$ cat src/reclose_regs.svh
// register map, field positions, reset values and timing constants of the reclose sequencer
`ifndef RECLOSE_REGS_SVH
`define RECLOSE_REGS_SVH

// --------------------------------------------------------------
// register byte addresses
// --------------------------------------------------------------
`define REG_CONTROL     8'h00
`define REG_STATUS      8'h04
`define REG_SET_BASE    8'h40
`define REG_SET_COUNT   17
`define ADDR_LSB        2

// --------------------------------------------------------------
// setting slots (index into the setting array)
// --------------------------------------------------------------
`define SET_SPECIAL     5'h08
`define SET_DELAY       5'h09
`define SET_CB_WAIT     5'h0a
`define SET_SYNC_CHECK  5'h0b
`define SET_SYNC_SWITCH 5'h0c
`define SET_CLOSE       5'h0d
`define SET_RECLAIM     5'h0e
`define SET_MANUAL      5'h0f
`define SET_BLOCK_HOLD  5'h10
`define SET_THREE_BASE  3'h4

// --------------------------------------------------------------
// fields, reset values, responses
// --------------------------------------------------------------
`define CTL_DISABLE_3PH 0
`define SET_RESET       16'h0064
`define CYCLE_LAST      2'h3
`define RESP_OKAY       2'h0
`define RESP_SLVERR     2'h2

// --------------------------------------------------------------
// timing: millisecond tick from the 100 MHz clock
// --------------------------------------------------------------
`define TICK_PERIOD_NS  1000000
`define CLK_PERIOD_NS   10

`endif

$ cat src/reclose_pkg.sv
// types shared by the reclose sequencer
package reclose_pkg;

	// sequencer states
	typedef enum logic [3:0] {
		st_idle,
		st_armed,
		st_delay,
		st_dead,
		st_cb_wait,
		st_sync_wait,
		st_sync_switch,
		st_close,
		st_reclaim,
		st_pickup_hold,
		st_blocked,
		st_manual_block
	} seq_state_t;

	// inputs from protection and user logic
	typedef struct packed {
		logic trip;
		logic all_phase;
		logic pickup;
		logic delay;
		logic first_zone;
		logic shorten;
		logic breaker_ready;
		logic sync_release;
		logic manual_close;
	} seq_in_t;

endpackage

$ cat src/reclose_sequencer.sv
// dead time, close and reclaim sequencer for automatic reclosing, with AXI4-Lite settings
//
// Functional notes
// dead time starts on start, held while delay
// start delay limited by configurable maximum
// eight dead times by cycle and trip type
// longer special first-cycle three-phase dead time
// shorten input ends dead time at once
// trip type selects single or three-phase
// three-phase once used stays for sequence
// three-phase trip with disable enters blocking
// close only with breaker ready, bounded wait
// breaker ready wait expiry enters blocking
// reclose only after sync release, bounded wait
// sync wait expiry starts switching, raises request
// switching wait expiry blocks and resets sequence
// one common close pulse of set length
// reclaim starts at close, outlasts close pulse
// fault in reclaim: next cycle, else reset
// pickup during reclaim keeps sequence alive
// manual close when idle: not ready period
// manual close during cycle blocks and resets
// blocking lasts set time, no close meanwhile
// start delay over maximum enters blocking
// any trip cuts close pulse short
// blocking only in cycle, status output high (code also raises the status in the manual-close period entered from idle)
// all timers count a common millisecond tick
//
// Decided for this implementation: the placing of the registers and the AXI4-Lite register port.
`timescale 1ns/1ps
`include "reclose_regs.svh"

module reclose_sequencer
	import reclose_pkg::*;
#(
	parameter int TICK_CYCLES = `TICK_PERIOD_NS / `CLK_PERIOD_NS,
	parameter int TW          = 16
)(
	// clock, reset, enable
	input  wire logic        aclk,
	input  wire logic        aresetn,
	input  wire logic        ce,
	// AXI4-Lite slave
	input  wire logic [7:0]  awaddr,
	input  wire logic        awvalid,
	output logic             awready,
	input  wire logic [31:0] wdata,
	input  wire logic [3:0]  wstrb,
	input  wire logic        wvalid,
	output logic             wready,
	output logic [1:0]       bresp,
	output logic             bvalid,
	input  wire logic        bready,
	input  wire logic [7:0]  araddr,
	input  wire logic        arvalid,
	output logic             arready,
	output logic [31:0]      rdata,
	output logic [1:0]       rresp,
	output logic             rvalid,
	input  wire logic        rready,
	// protection and user logic inputs
	input  wire logic        reclose_trip_start_in,
	input  wire logic        all_phase_trip_in,
	input  wire logic        protection_pickup_in,
	input  wire logic        dead_time_delay_in,
	input  wire logic        first_zone_fault_in,
	input  wire logic        shorten_dead_time_in,
	input  wire logic        breaker_ready_in,
	input  wire logic        sync_release_in,
	input  wire logic        manual_close_in,
	// sequencer outputs
	output logic             close_pulse_out,
	output logic             close_request_out,
	output logic             blocked_status_out
);

	// --------------------------------------------------------------
	// input synchronisers
	// --------------------------------------------------------------
	seq_in_t raw_in;
	seq_in_t sync_a;
	seq_in_t in_s;

	assign raw_in = '{reclose_trip_start_in, all_phase_trip_in, protection_pickup_in,
		dead_time_delay_in, first_zone_fault_in, shorten_dead_time_in, breaker_ready_in,
		sync_release_in, manual_close_in};

	// two flops per input, first stage read only by the second
	always_ff @(posedge aclk)
	begin
		if (!aresetn)
		begin
			sync_a <= '0;
			in_s   <= '0;
		end
		else if (ce)
		begin
			sync_a <= raw_in;
			in_s   <= sync_a;
		end
	end

	// --------------------------------------------------------------
	// millisecond tick prescaler
	// --------------------------------------------------------------
	logic [31:0] pre;
	logic [31:0] next_pre;
	logic        tick;

	// common tick for every sequence timer
	always_comb
	begin
		next_pre = (pre >= 32'(TICK_CYCLES - 1)) ? '0 : pre + 32'h1;
	end

	assign tick = (pre >= 32'(TICK_CYCLES - 1));

	always_ff @(posedge aclk)
	begin
		if (!aresetn)
			pre <= '0;
		else if (ce)
			pre <= next_pre;
	end

	// --------------------------------------------------------------
	// settings and control registers
	// --------------------------------------------------------------
	logic [TW-1:0] setting [`REG_SET_COUNT];
	logic          disable_3ph;

	logic          aw_full, w_full;
	logic          next_aw_full, next_w_full;
	logic [7:0]    aw_addr_q, next_aw_addr_q;
	logic [31:0]   w_data_q, next_w_data_q;
	logic [3:0]    w_strb_q, next_w_strb_q;
	logic          next_bvalid, next_rvalid;
	logic [1:0]    next_bresp, next_rresp;
	logic [31:0]   next_rdata;
	logic          wr_go;
	logic [5:0]    wr_idx, rd_idx;
	logic          wr_set, rd_set;

	assign wr_go  = aw_full && w_full && !bvalid;
	assign wr_idx = 6'(aw_addr_q[7:`ADDR_LSB] - 6'(`REG_SET_BASE >> `ADDR_LSB));
	assign rd_idx = 6'(araddr[7:`ADDR_LSB] - 6'(`REG_SET_BASE >> `ADDR_LSB));
	assign wr_set = (aw_addr_q >= `REG_SET_BASE) && (wr_idx < 6'(`REG_SET_COUNT));
	assign rd_set = (araddr >= `REG_SET_BASE) && (rd_idx < 6'(`REG_SET_COUNT));

	// one setting register per slot, low two byte lanes writable
	for (genvar i = 0; i < `REG_SET_COUNT; i++)
	begin : g_set
		logic [TW-1:0] next_val;
		always_comb
		begin
			next_val = setting[i];
			if (wr_go && wr_set && wr_idx == 6'(i))
			begin
				if (w_strb_q[0])
					next_val[7:0] = w_data_q[7:0];
				if (w_strb_q[1])
					next_val[TW-1:8] = w_data_q[TW-1:8];
			end
		end
		always_ff @(posedge aclk)
		begin
			if (!aresetn)
				setting[i] <= `SET_RESET;
			else if (ce)
				setting[i] <= next_val;
		end
	end

	// --------------------------------------------------------------
	// AXI4-Lite channel handling
	// --------------------------------------------------------------
	seq_state_t  state;
	logic [1:0]  cycle;
	logic        three_used;

	// address and data taken in either order, answer once both are held
	always_comb
	begin
		next_aw_full   = aw_full;
		next_w_full    = w_full;
		next_aw_addr_q = aw_addr_q;
		next_w_data_q  = w_data_q;
		next_w_strb_q  = w_strb_q;
		next_bvalid    = bvalid && !bready;
		next_bresp     = bresp;
		next_rvalid    = rvalid && !rready;
		next_rresp     = rresp;
		next_rdata     = rdata;
		if (awvalid && awready)
		begin
			next_aw_full   = 1'b1;
			next_aw_addr_q = awaddr;
		end
		if (wvalid && wready)
		begin
			next_w_full   = 1'b1;
			next_w_data_q = wdata;
			next_w_strb_q = wstrb;
		end
		if (wr_go)
		begin
			next_aw_full = 1'b0;
			next_w_full  = 1'b0;
			next_bvalid  = 1'b1;
			next_bresp   = (wr_set || aw_addr_q == `REG_CONTROL) ? `RESP_OKAY : `RESP_SLVERR;
		end
		if (arvalid && arready)
		begin
			next_rvalid = 1'b1;
			next_rresp  = `RESP_OKAY;
			if (araddr == `REG_CONTROL)
				next_rdata = {31'h0, disable_3ph};
			else if (araddr == `REG_STATUS)
				next_rdata = {22'h0, blocked_status_out, close_request_out, close_pulse_out,
					three_used, cycle, 4'(state)};
			else if (rd_set)
				next_rdata = {16'h0, setting[rd_idx[4:0]]};
			else
			begin
				next_rdata = '0;
				next_rresp = `RESP_SLVERR;
			end
		end
	end

	always_ff @(posedge aclk)
	begin
		if (!aresetn)
		begin
			aw_full     <= 1'b0;
			w_full      <= 1'b0;
			aw_addr_q   <= '0;
			w_data_q    <= '0;
			w_strb_q    <= '0;
			bvalid      <= 1'b0;
			bresp       <= `RESP_OKAY;
			rvalid      <= 1'b0;
			rresp       <= `RESP_OKAY;
			rdata       <= '0;
			awready     <= 1'b0;
			wready      <= 1'b0;
			arready     <= 1'b0;
			disable_3ph <= 1'b0;
		end
		else if (ce)
		begin
			aw_full   <= next_aw_full;
			w_full    <= next_w_full;
			aw_addr_q <= next_aw_addr_q;
			w_data_q  <= next_w_data_q;
			w_strb_q  <= next_w_strb_q;
			bvalid    <= next_bvalid;
			bresp     <= next_bresp;
			rvalid    <= next_rvalid;
			rresp     <= next_rresp;
			rdata     <= next_rdata;
			awready   <= !next_aw_full;
			wready    <= !next_w_full;
			arready   <= !next_rvalid && !(arvalid && arready);
			if (wr_go && aw_addr_q == `REG_CONTROL && w_strb_q[0])
				disable_3ph <= w_data_q[`CTL_DISABLE_3PH];
		end
	end

	// --------------------------------------------------------------
	// sequencer
	// --------------------------------------------------------------
	seq_state_t    next_state;
	logic [1:0]    next_cycle;
	logic          next_three_used;
	logic          pickup_seen, next_pickup_seen;
	logic [TW-1:0] cnt, next_cnt;
	logic [TW-1:0] rc, next_rc;
	logic [TW-1:0] dead_len;
	logic          running;
	logic          three_now;

	assign three_now = three_used || in_s.all_phase;
	assign running   = !(state inside {st_idle, st_blocked, st_manual_block});

	// dead time by cycle and trip type, special value for a first-zone fault in the first cycle when three-phase
	always_comb
	begin
		if (three_used && cycle == 2'h0 && in_s.first_zone)
			dead_len = setting[`SET_SPECIAL];
		else if (three_used)
			dead_len = setting[5'(`SET_THREE_BASE) + 5'(cycle)];
		else
			dead_len = setting[{3'h0, cycle}];
	end

	// state transitions and sequence bookkeeping
	always_comb
	begin
		next_state       = state;
		next_cycle       = cycle;
		next_three_used  = three_used;
		next_pickup_seen = pickup_seen;
		unique case (state)
			st_idle:
			begin
				if (in_s.manual_close)
					next_state = st_manual_block;
				else if (in_s.trip)
				begin
					next_cycle      = 2'h0;
					next_three_used = in_s.all_phase;
					next_state      = (in_s.all_phase && disable_3ph) ? st_blocked : st_armed;
				end
			end
			st_armed:
			begin
				if (!in_s.trip)
					next_state = in_s.delay ? st_delay : st_dead;
			end
			st_delay:
			begin
				if (cnt > setting[`SET_DELAY])
					next_state = st_blocked;
				else if (!in_s.delay)
					next_state = st_dead;
			end
			st_dead:
			begin
				if (in_s.shorten || cnt > dead_len)
					next_state = st_cb_wait;
			end
			st_cb_wait:
			begin
				if (in_s.breaker_ready)
					next_state = st_sync_wait;
				else if (cnt > setting[`SET_CB_WAIT])
					next_state = st_blocked;
			end
			st_sync_wait:
			begin
				if (in_s.sync_release)
					next_state = st_close;
				else if (cnt > setting[`SET_SYNC_CHECK])
					next_state = st_sync_switch;
			end
			st_sync_switch:
			begin
				if (in_s.sync_release)
					next_state = st_close;
				else if (cnt > setting[`SET_SYNC_SWITCH])
					next_state = st_blocked;
			end
			st_close:
			begin
				next_pickup_seen = 1'b0;
				if (in_s.trip || cnt > setting[`SET_CLOSE])
					next_state = st_reclaim;
			end
			st_reclaim:
			begin
				if (in_s.pickup)
					next_pickup_seen = 1'b1;
				if (in_s.trip)
				begin
					if (cycle == `CYCLE_LAST)
						next_state = st_blocked;
					else
					begin
						next_cycle      = cycle + 2'h1;
						next_three_used = three_now;
						next_state      = (in_s.all_phase && disable_3ph) ? st_blocked : st_armed;
					end
				end
				else if (rc > setting[`SET_RECLAIM])
					next_state = (pickup_seen || in_s.pickup) ? st_pickup_hold : st_idle;
			end
			st_pickup_hold:
			begin
				if (in_s.trip && cycle != `CYCLE_LAST)
				begin
					next_cycle      = cycle + 2'h1;
					next_three_used = three_now;
					next_state      = (in_s.all_phase && disable_3ph) ? st_blocked : st_armed;
				end
				else if (in_s.trip)
					next_state = st_blocked;
				else if (!in_s.pickup)
					next_state = st_idle;
			end
			st_blocked:
			begin
				if (cnt > setting[`SET_BLOCK_HOLD])
					next_state = st_idle;
			end
			st_manual_block:
			begin
				if (in_s.trip)
					next_state = st_blocked;
				else if (cnt > setting[`SET_MANUAL])
					next_state = st_idle;
			end
		endcase
		// manual close overrides any running cycle
		if (running && in_s.manual_close)
			next_state = st_blocked;
		if (next_state == st_idle || next_state == st_blocked)
		begin
			next_cycle      = 2'h0;
			next_three_used = 1'b0;
		end
	end

	// per-state millisecond counter, reclaim counter runs from the close onward
	// a limit of L ms expires once the count passes L, so no wait is ever cut short
	always_comb
	begin
		if (next_state != state)
			next_cnt = '0;
		else
			next_cnt = (tick && cnt != '1) ? cnt + 1'b1 : cnt;
		if (next_state == st_close && state != st_close)
			next_rc = '0;
		else if ((state == st_close || state == st_reclaim) && tick && rc != '1)
			next_rc = rc + 1'b1;
		else
			next_rc = rc;
	end

	always_ff @(posedge aclk)
	begin
		if (!aresetn)
		begin
			state              <= st_idle;
			cycle              <= 2'h0;
			three_used         <= 1'b0;
			pickup_seen        <= 1'b0;
			cnt                <= '0;
			rc                 <= '0;
			close_pulse_out    <= 1'b0;
			close_request_out  <= 1'b0;
			blocked_status_out <= 1'b0;
		end
		else if (ce)
		begin
			state              <= next_state;
			cycle              <= next_cycle;
			three_used         <= next_three_used;
			pickup_seen        <= next_pickup_seen;
			cnt                <= next_cnt;
			rc                 <= next_rc;
			close_pulse_out    <= (next_state == st_close);
			close_request_out  <= (next_state == st_sync_switch);
			blocked_status_out <= (next_state == st_blocked || next_state == st_manual_block);
		end
	end

endmodule

$ cat config.mk
export PLATFORM = sky130hd
export DESIGN_NAME = reclose_sequencer
export DESIGN_NICKNAME = d
export VERILOG_FILES = /design/src/reclose_pkg.sv /design/src/reclose_sequencer.sv
export VERILOG_INCLUDE_DIRS = /design/src
export SDC_FILE = /design/constraint.sdc
export NUM_CORES = 1
export LEC_CHECK = 0
export BUFFER_PORTS_ARGS = -buffer_cell sky130_fd_sc_hd__buf_2
export CORE_UTILIZATION = 35
export CTS_BUF_LIST = sky130_fd_sc_hd__clkbuf_4 sky130_fd_sc_hd__clkbuf_8
export CTS_CLUSTER_SIZE = 10
export DETAILED_ROUTE_END_ITERATION = 10
export PLACE_DENSITY_LB_ADDON = 0.15
export SLEW_MARGIN = 20
export SYNTH_ARGS = -nofsm -noshare
export SYNTH_HDL_FRONTEND = slang
export SYNTH_SLANG_ARGS = --single-unit
$ cat constraint.sdc
create_clock -name aclk -period 14.9 [get_ports aclk]
set_clock_uncertainty 0.2 [all_clocks]
set_input_delay 2.235 -clock aclk [delete_from_list [all_inputs] [get_ports aclk]]
set_output_delay 2.235 -clock aclk [all_outputs]
set_load 0.005 [all_outputs]
* Yosys cells after proc, flatten, opt, wreduce, memory -nomap -nowiden
Memory sizes are Yosys's and may differ from the RTL's. A register that Yosys moved wholly into a read port is not among the register bits.
Cells that the tools add are included.
** Storage, ports and cells
- Register bits after elaboration :: 163
- Bits in writable memories :: 272
- Input bits :: 69
- Output and inout port bits :: 44
- Word-level logic and storage cells :: 473
- Memories :: 1
** Memory list
- setting :: depth 17, width 16, read ports 12, clocked after Yosys merged registers in 1, wr ports 17, line reclose_sequencer.sv:129 : logic [TW-1:0] setting [`REG_SET_COUNT];
** Operators by class
- Add/sub/neg operators :: 7
- Order comparisons :: 14
- Equal/unequal tests :: 112
- Multiplexer cells :: 154
- Bitwise logic cells :: 34
- Reductions and logical operators :: 109
** Operator list (number)
- two-way mux 8 bit :: 68
- two-way mux 16 bit :: 26
- > comparator 16 bit :: 9
- AND reduction 3 bit :: 35
- two-way mux 4 bit :: 25
- inequality test 2 bit, second input constant :: 36
- equality test 6 x 4 -> 1 bit, second input constant :: 8
- case mux 4 bit (12 select lines) :: 1
- logical AND 1 bit :: 39
- inequality test 1 bit, second input constant :: 34
- bitwise OR 1 bit :: 34
- adder 16 x 1 -> 16 bit, second input constant :: 2
- adder 32 x 1 -> 32 bit, second input constant :: 1
- >= comparator 32 x 17 -> 1 bit, second input constant :: 1
- two-way mux 32 bit :: 1
- inequality test 16 bit, second input constant :: 2
- equality test 4 x 3 -> 1 bit, second input constant :: 6
- equality test 4 bit, second input constant :: 6
- equality test 6 x 3 -> 1 bit, second input constant :: 4
- two-way mux 2 bit :: 10
- two-way mux 1 bit :: 18
- >= comparator 8 x 7 -> 1 bit, second input constant :: 2
- logical NOT 8 bit :: 2
- AND reduction 2 bit :: 7
- 28 further kinds :: 53

* Depth between registers and ports, before layout
- Depth in word-level cells :: 15
- Depth in mapped cells :: 20
- Gate-level depth less buffers :: 17

* Least setup slack after synthesis
No wires, ideal clock.
- Path kind :: input -> register
- From :: input port araddr[2]
- To :: register rdata[4]
- Setup time :: 128 ps
- Data arrival time :: 4871 ps
- Required time :: 14572 ps
- Path slack :: 9702 ps
- Cell stages on the path :: 9
- Buffers on the path :: 3
- Path through :: clkbuf_1 clkbuf_1 buf_1 mux4_2 mux4_2 mux2i_1 o21ai_0 a22oi_1 nor2_1
** Between the ends
- Cells in the longest elaborated chain, start to end :: 6
- Elaborated cells between the ends (all ways) :: 10
- Those cells by class :: add/sub: 1; order compare: 2; eq/ne: 1; mux: 3; reduce/logical: 2; memory: 1
** RTL lines
- start, declared :: line reclose_sequencer.sv:54 : input wire logic [7:0] araddr,
- subtractor 6 x 5 -> 6 bit :: line reclose_sequencer.sv:146 : assign rd_idx = 6'(araddr[7:`ADDR_LSB] - 6'(`REG_SET_BASE >> `ADDR_LSB));
- less-than comparator 6 x 5 -> 1 bit :: line reclose_sequencer.sv:148 : assign rd_set = (araddr >= `REG_SET_BASE) && (rd_idx < 6'(`REG_SET_COUNT));
- logical AND 1 bit :: line reclose_sequencer.sv:148
- two-way mux 16 bit :: line reclose_sequencer.sv:221 : else if (rd_set)
- two-way mux 16 bit :: line reclose_sequencer.sv:218 : else if (araddr == `REG_STATUS)
- two-way mux 16 bit * :: line reclose_sequencer.sv:216 : if (araddr == `REG_CONTROL)
- end signal, assigned :: line reclose_sequencer.sv:261 : rdata <= next_rdata;
- end, declared :: line reclose_sequencer.sv:57 : output logic [31:0] rdata,
Mark *: on every way between the ends. The rest lies on a longest branch, timed or not.
A chain may end at the register's enable or synchronous reset.

* Final worst setup path
- From :: register cycle[0]
- To :: register rc[1]
** Between the ends
- Cells in the longest elaborated chain, start to end :: 13
- Elaborated cells between the ends (all ways) :: 23
- Those cells by class :: add/sub: 1; order compare: 1; eq/ne: 3; mux: 9; reduce/logical: 8; memory: 1
** RTL lines
- start, declared :: line reclose_sequencer.sv:178 : logic [1:0] cycle;
- start signal, assigned :: line reclose_sequencer.sv:447 : cycle <= next_cycle;
- adder 3 x 2 -> 4 bit / logical NOT 2 bit (equally long branches) :: line reclose_sequencer.sv:292, reclose_sequencer.sv:289
- memory (17 x 16 bit) / logical AND 1 bit (equally long branches)
- two-way mux 16 bit / logical AND 1 bit (equally long branches) :: line reclose_sequencer.sv:291, reclose_sequencer.sv:289
- two-way mux 16 bit :: line reclose_sequencer.sv:289 : if (three_used && cycle == 2'h0 && in_s.first_zone)
- > comparator 16 bit :: line reclose_sequencer.sv:330 : if (in_s.shorten || cnt > dead_len)
- logical OR 1 bit :: line reclose_sequencer.sv:330
- two-way mux 4 bit :: line reclose_sequencer.sv:330
- case mux 4 bit (12 select lines) * :: line reclose_sequencer.sv:304 : unique case (state)
- two-way mux 4 bit * :: line reclose_sequencer.sv:405 : if (running && in_s.manual_close)
- equality test 4 x 3 -> 1 bit * :: line reclose_sequencer.sv:422 : if (next_state == st_close && state != st_close)
- logical AND 1 bit * :: line reclose_sequencer.sv:422
- nonzero test 2 bit (no line)
- AND reduction 2 bit (no line)
- end signal, assigned :: line reclose_sequencer.sv:451 : rc <= next_rc;
- end, declared :: line reclose_sequencer.sv:278 : logic [TW-1:0] rc, next_rc;
Marked as above.

==> results_dict.tcl <==
set metrics [dict create \
    outcome "finished, violations left" \
    violations "design-rule violations" \
    hold_start "aw_addr_q[0]" \
    timing.reg2reg.setup_slack_ns 9.40 \
    clk_root_buffer_cell "sky130_fd_sc_hd__clkbuf_8" \
    grt_first_pass_wirelength_um 101000 \
    finished_layout_cells 3143 \
    grt_util_met1_pct 26.5 \
    global_route.overflow_total 0 \
    clk-insertion-delay-late_ns 0.68 \
    die_width_um 261 \
    place_congestion 0.861 \
    post_cts.resized_instances 0 \
    htree_levels 3 \
    synth_top_family_by_area "simple AND/OR/NAND/NOR gates" \
    clock_transition_time_at_the_flip_flop_clock_pins_of_the_worst_setup_and_hold_paths_ns 0.06 \
    drive_above_1_share_pct 17.0 \
    placement.cell_area_um2 24800 \
    hold_slack_ns 0.258 \
    rows 94 \
    vdd_drop_max_mv 0.0604 \
    first_pass_iters 8 \
    synth_async_sr_flop_share_pct 0 \
    area_fraction_in_and_or_nand_and_nor_cells_after_synthesis_pct 15.5 \
    reg2reg_depth 17 \
    placement.setup.worst_slack_ns 8.85 \
    hold_path_class "flop to flop" \
    yosys_warnings 0 \
    worst_slew_pin_slew_ns 1.11 \
    grt_antenna_before_repair 4 \
    hold_violations 0 \
    floorplan.die.height_um 261 \
    synthFlopType "sky130_fd_sc_hd__edfxtp_1" \
    cts_buffer_depth 3 \
    numPortBuffers 76 \
    finalSetupViolations 0 \
    start_util_pct 35.4 \
    max_fanout_on_critical_path 32 \
    tritoncts_clock_tree "yes" \
    period_needed_ns 5.50 \
    grt_max_degree 56 \
    final.period_utilization_pct 36.9 \
    detail_route.drc_violations 20 \
    synth_mux_area_share_pct 13.2 \
    fmax_ghz 0.182 \
    setup_repair_after_global_routing_missed_its_margin "no" \
    wirelength_per_cell_um 21.4 \
    arrival_ns 5.81 \
    finish.instance_area_um2 26400 \
    cts_num_sinks 419 \
    route.detailed.vias_per_inst 5.33 \
    area_fraction_in_compound_gates_after_synthesis_pct 9.13 \
    ctsHoldBuffers 0 \
    startpoint_type "flop" \
    global_route.usage.met3_pct 3.23 \
    1st_iter_drt_viols 1144 \
    synth.top_cells.by_area "sky130_fd_sc_hd__edfxtp_1, sky130_fd_sc_hd__dfxtp_1, sky130_fd_sc_hd__mux4_2" \
    crit_required_ns 15.21 \
    floorplan.die_area_um2 67900 \
    synthDominantAreaCellType "sky130_fd_sc_hd__edfxtp_1" \
    post_synth_xor_area_fraction_pct 1.69 \
    areaGrowthSynthToFinish_pct 12.8 \
    grt_pass1_vias 16618 \
    detailedPlacementHpwl_um 50700 \
    fin_nets 2444 \
    cts_setup_buffers 0 \
    cap_violations 0 \
    synth.ff_latch_count 419 \
    ioPinCount 113 \
    netlist.area_leader.share_pct 34.9 \
    global_route_layer_with_the_greatest_usage "met2" \
    dp_cells 3003 \
    dr_total_vias 16757 \
    timing.hold.worst_path_depth 2 \
    critical_path.reg2reg.endpoint "rc[1]" \
    cellPowerDensity_nw_per_um2 102 \
    drt-total-wl_um 67200 \
    grt_util_all_layers_pct 19.9 \
    timing.max_slew.rel_slack_pct 25.3 \
    postLayoutSetupSlackWorst_ns 9.40 \
    synthesis.area_um2 23400 \
    timing.setup.tns_ns 0 \
    num-fill-cells 6470 \
    power.leakage_nw 10.3 \
    rr_startpoint "cycle[0]" \
    edff_count_synth 272 \
    synth_seq_area_share_pct 47.5 \
    synth_cell_type_count 88 \
    final_core_utilization_pct 40.0 \
    cts_inserted_buffers 76 \
    antenna_violating_nets_post_route 0 \
    totalPowerFinal_mw 2.69 \
    postSynthAreaPerCell_um2 11.1 \
    core_area_um2 66000 \
    syn_inst 2114 \
    yosys.area_share.adder_pct 8.45 \
    critical_path.endpoint_type "flop" \
    worst-setup-path-type "flop to flop" \
    slew_viol_final 0 \
    end_point_of_the_worst_hold_path "aw_addr_q[0]" \
    gr-usage-met2_pct 33.1 \
]
## report_power, final
part           internal [mW]  leakage (nW)  total [mW]  switching [mW]
logic                 0.0965          5.57       0.253           0.156
registers               1.27          3.87        1.30          0.0278
clock network          0.637         0.842        1.15           0.509
## synth_stat cells (all sizes together) (32+ instances only)
cell / n
clkbuf: 84
a21oi: 116
nor2: 177
mux2i: 55
mux4: 112
o21ai: 98
and2: 114
edfxtp: 272
nand4: 39
dfxtp: 147
buf: 32
nand3: 51
nand2: 171
and3: 33
or3: 34
xor2: 33
ha: 158
inv: 148
## routing by layer
layer | vias to the layer above | wire length (um)
li1 | 7975 | -
met1 | 8298 | 30400
met2 | 383 | 31800
met3 | 101 | 3260
met4 | 0 | 1730
met5 | - | 0
## cell usage in the layout (no fill, tap or decap), types with 10 or more instances in the layout
cell,instances
sky130_fd_sc_hd__edfxtp_1,272
sky130_fd_sc_hd__nor2_1,176
sky130_fd_sc_hd__nand2_1,171
sky130_fd_sc_hd__ha_1,158
sky130_fd_sc_hd__dfxtp_1,147
sky130_fd_sc_hd__inv_1,145
sky130_fd_sc_hd__a21oi_1,115
sky130_fd_sc_hd__and2_1,114
sky130_fd_sc_hd__mux4_2,112
sky130_fd_sc_hd__clkbuf_8,92
sky130_fd_sc_hd__o21ai_0,79
sky130_fd_sc_hd__buf_2,74
sky130_fd_sc_hd__mux2i_1,55
sky130_fd_sc_hd__nand3_1,51
sky130_fd_sc_hd__buf_4,50
sky130_fd_sc_hd__nand4_1,39
sky130_fd_sc_hd__or3_1,34
sky130_fd_sc_hd__xor2_1,33
sky130_fd_sc_hd__and3_1,32
sky130_fd_sc_hd__clkbuf_4,23
sky130_fd_sc_hd__nor3_1,20
sky130_fd_sc_hd__o21ai_1,18
sky130_fd_sc_hd__conb_1,18
sky130_fd_sc_hd__a21o_1,15
sky130_fd_sc_hd__nor4_1,14
sky130_fd_sc_hd__nor2b_1,13
sky130_fd_sc_hd__xnor2_1,12
sky130_fd_sc_hd__a22oi_1,11
sky130_fd_sc_hd__a31oi_1,11
sky130_fd_sc_hd__and4_1,11
sky130_fd_sc_hd__nand2b_1,10
sky130_fd_sc_hd__o211ai_1,10
sky130_fd_sc_hd__clkinv_1,10
## state kept, by name (all words and copies together) (netlist names), 4 cells and up, named ones only
| signal | cells |
|---|---|
| setting | 272 |
| pre | 32 |
| cnt | 16 |
| rc | 16 |
| rdata | 16 |
| w_data_q | 16 |
| in_s | 9 |
| sync_a | 9 |
| aw_addr_q | 8 |
| state | 4 |
## worst max-delay path by stage
stage                         start       end  slack, ns  cells after the start
after floorplan           araddr[2]  rdata[4]       9.70                      9
after global placement    araddr[2]  rdata[3]       8.89                      8
after detailed placement  araddr[2]  rdata[3]       8.85                      8
after CTS                  cycle[0]     rc[1]       9.34                     17
after global routing       cycle[0]     rc[1]       9.05                     17
final                      cycle[0]     rc[1]       9.40                     17
## logic make-up after synthesis
kind of cell,count (synthesis)
adders and majority gates,158
muxes,168
buffers and inverters,264
other,1
DFF,419
AOI/OAI and AO/OA,342
and+or+nand+nor,717
xor gates and xnor gates,45
## critical path, stage by stage (launching register included)
cell and delay (ns):
sky130_fd_sc_hd__dfxtp_1 0.31, sky130_fd_sc_hd__buf_4 0.35, sky130_fd_sc_hd__inv_1 0.13, sky130_fd_sc_hd__ha_1 0.22, sky130_fd_sc_hd__nand3_1 0.09, sky130_fd_sc_hd__buf_4 0.31, sky130_fd_sc_hd__o21ai_0 0.15, sky130_fd_sc_hd__ha_1 0.31
sky130_fd_sc_hd__nand4_1 0.15, sky130_fd_sc_hd__or2_1 0.32, sky130_fd_sc_hd__or4_4 0.58, sky130_fd_sc_hd__a211o_1 0.39, sky130_fd_sc_hd__and4_1 0.23, sky130_fd_sc_hd__a21o_1 0.21, sky130_fd_sc_hd__a211oi_1 0.35, sky130_fd_sc_hd__and2_1 0.30
sky130_fd_sc_hd__a41o_1 0.60, sky130_fd_sc_hd__o31ai_1 0.14
## cell type report
class	count	area [um2]	share of cell area (%)
Multi-Input combinational cell	1448	11300	42.8
Sequential cell	419	11100	42.1
Clock buffer	115	1440	5.45
Tap cell	864	1080	4.10
Timing Repair Buffer	124	746	2.83
Inverter	148	556	2.11
Clock inverter	21	153	0.579
Antenna cell	4	10.0	0.0379
No activity file was read; power rests on OpenSTA's default activity.
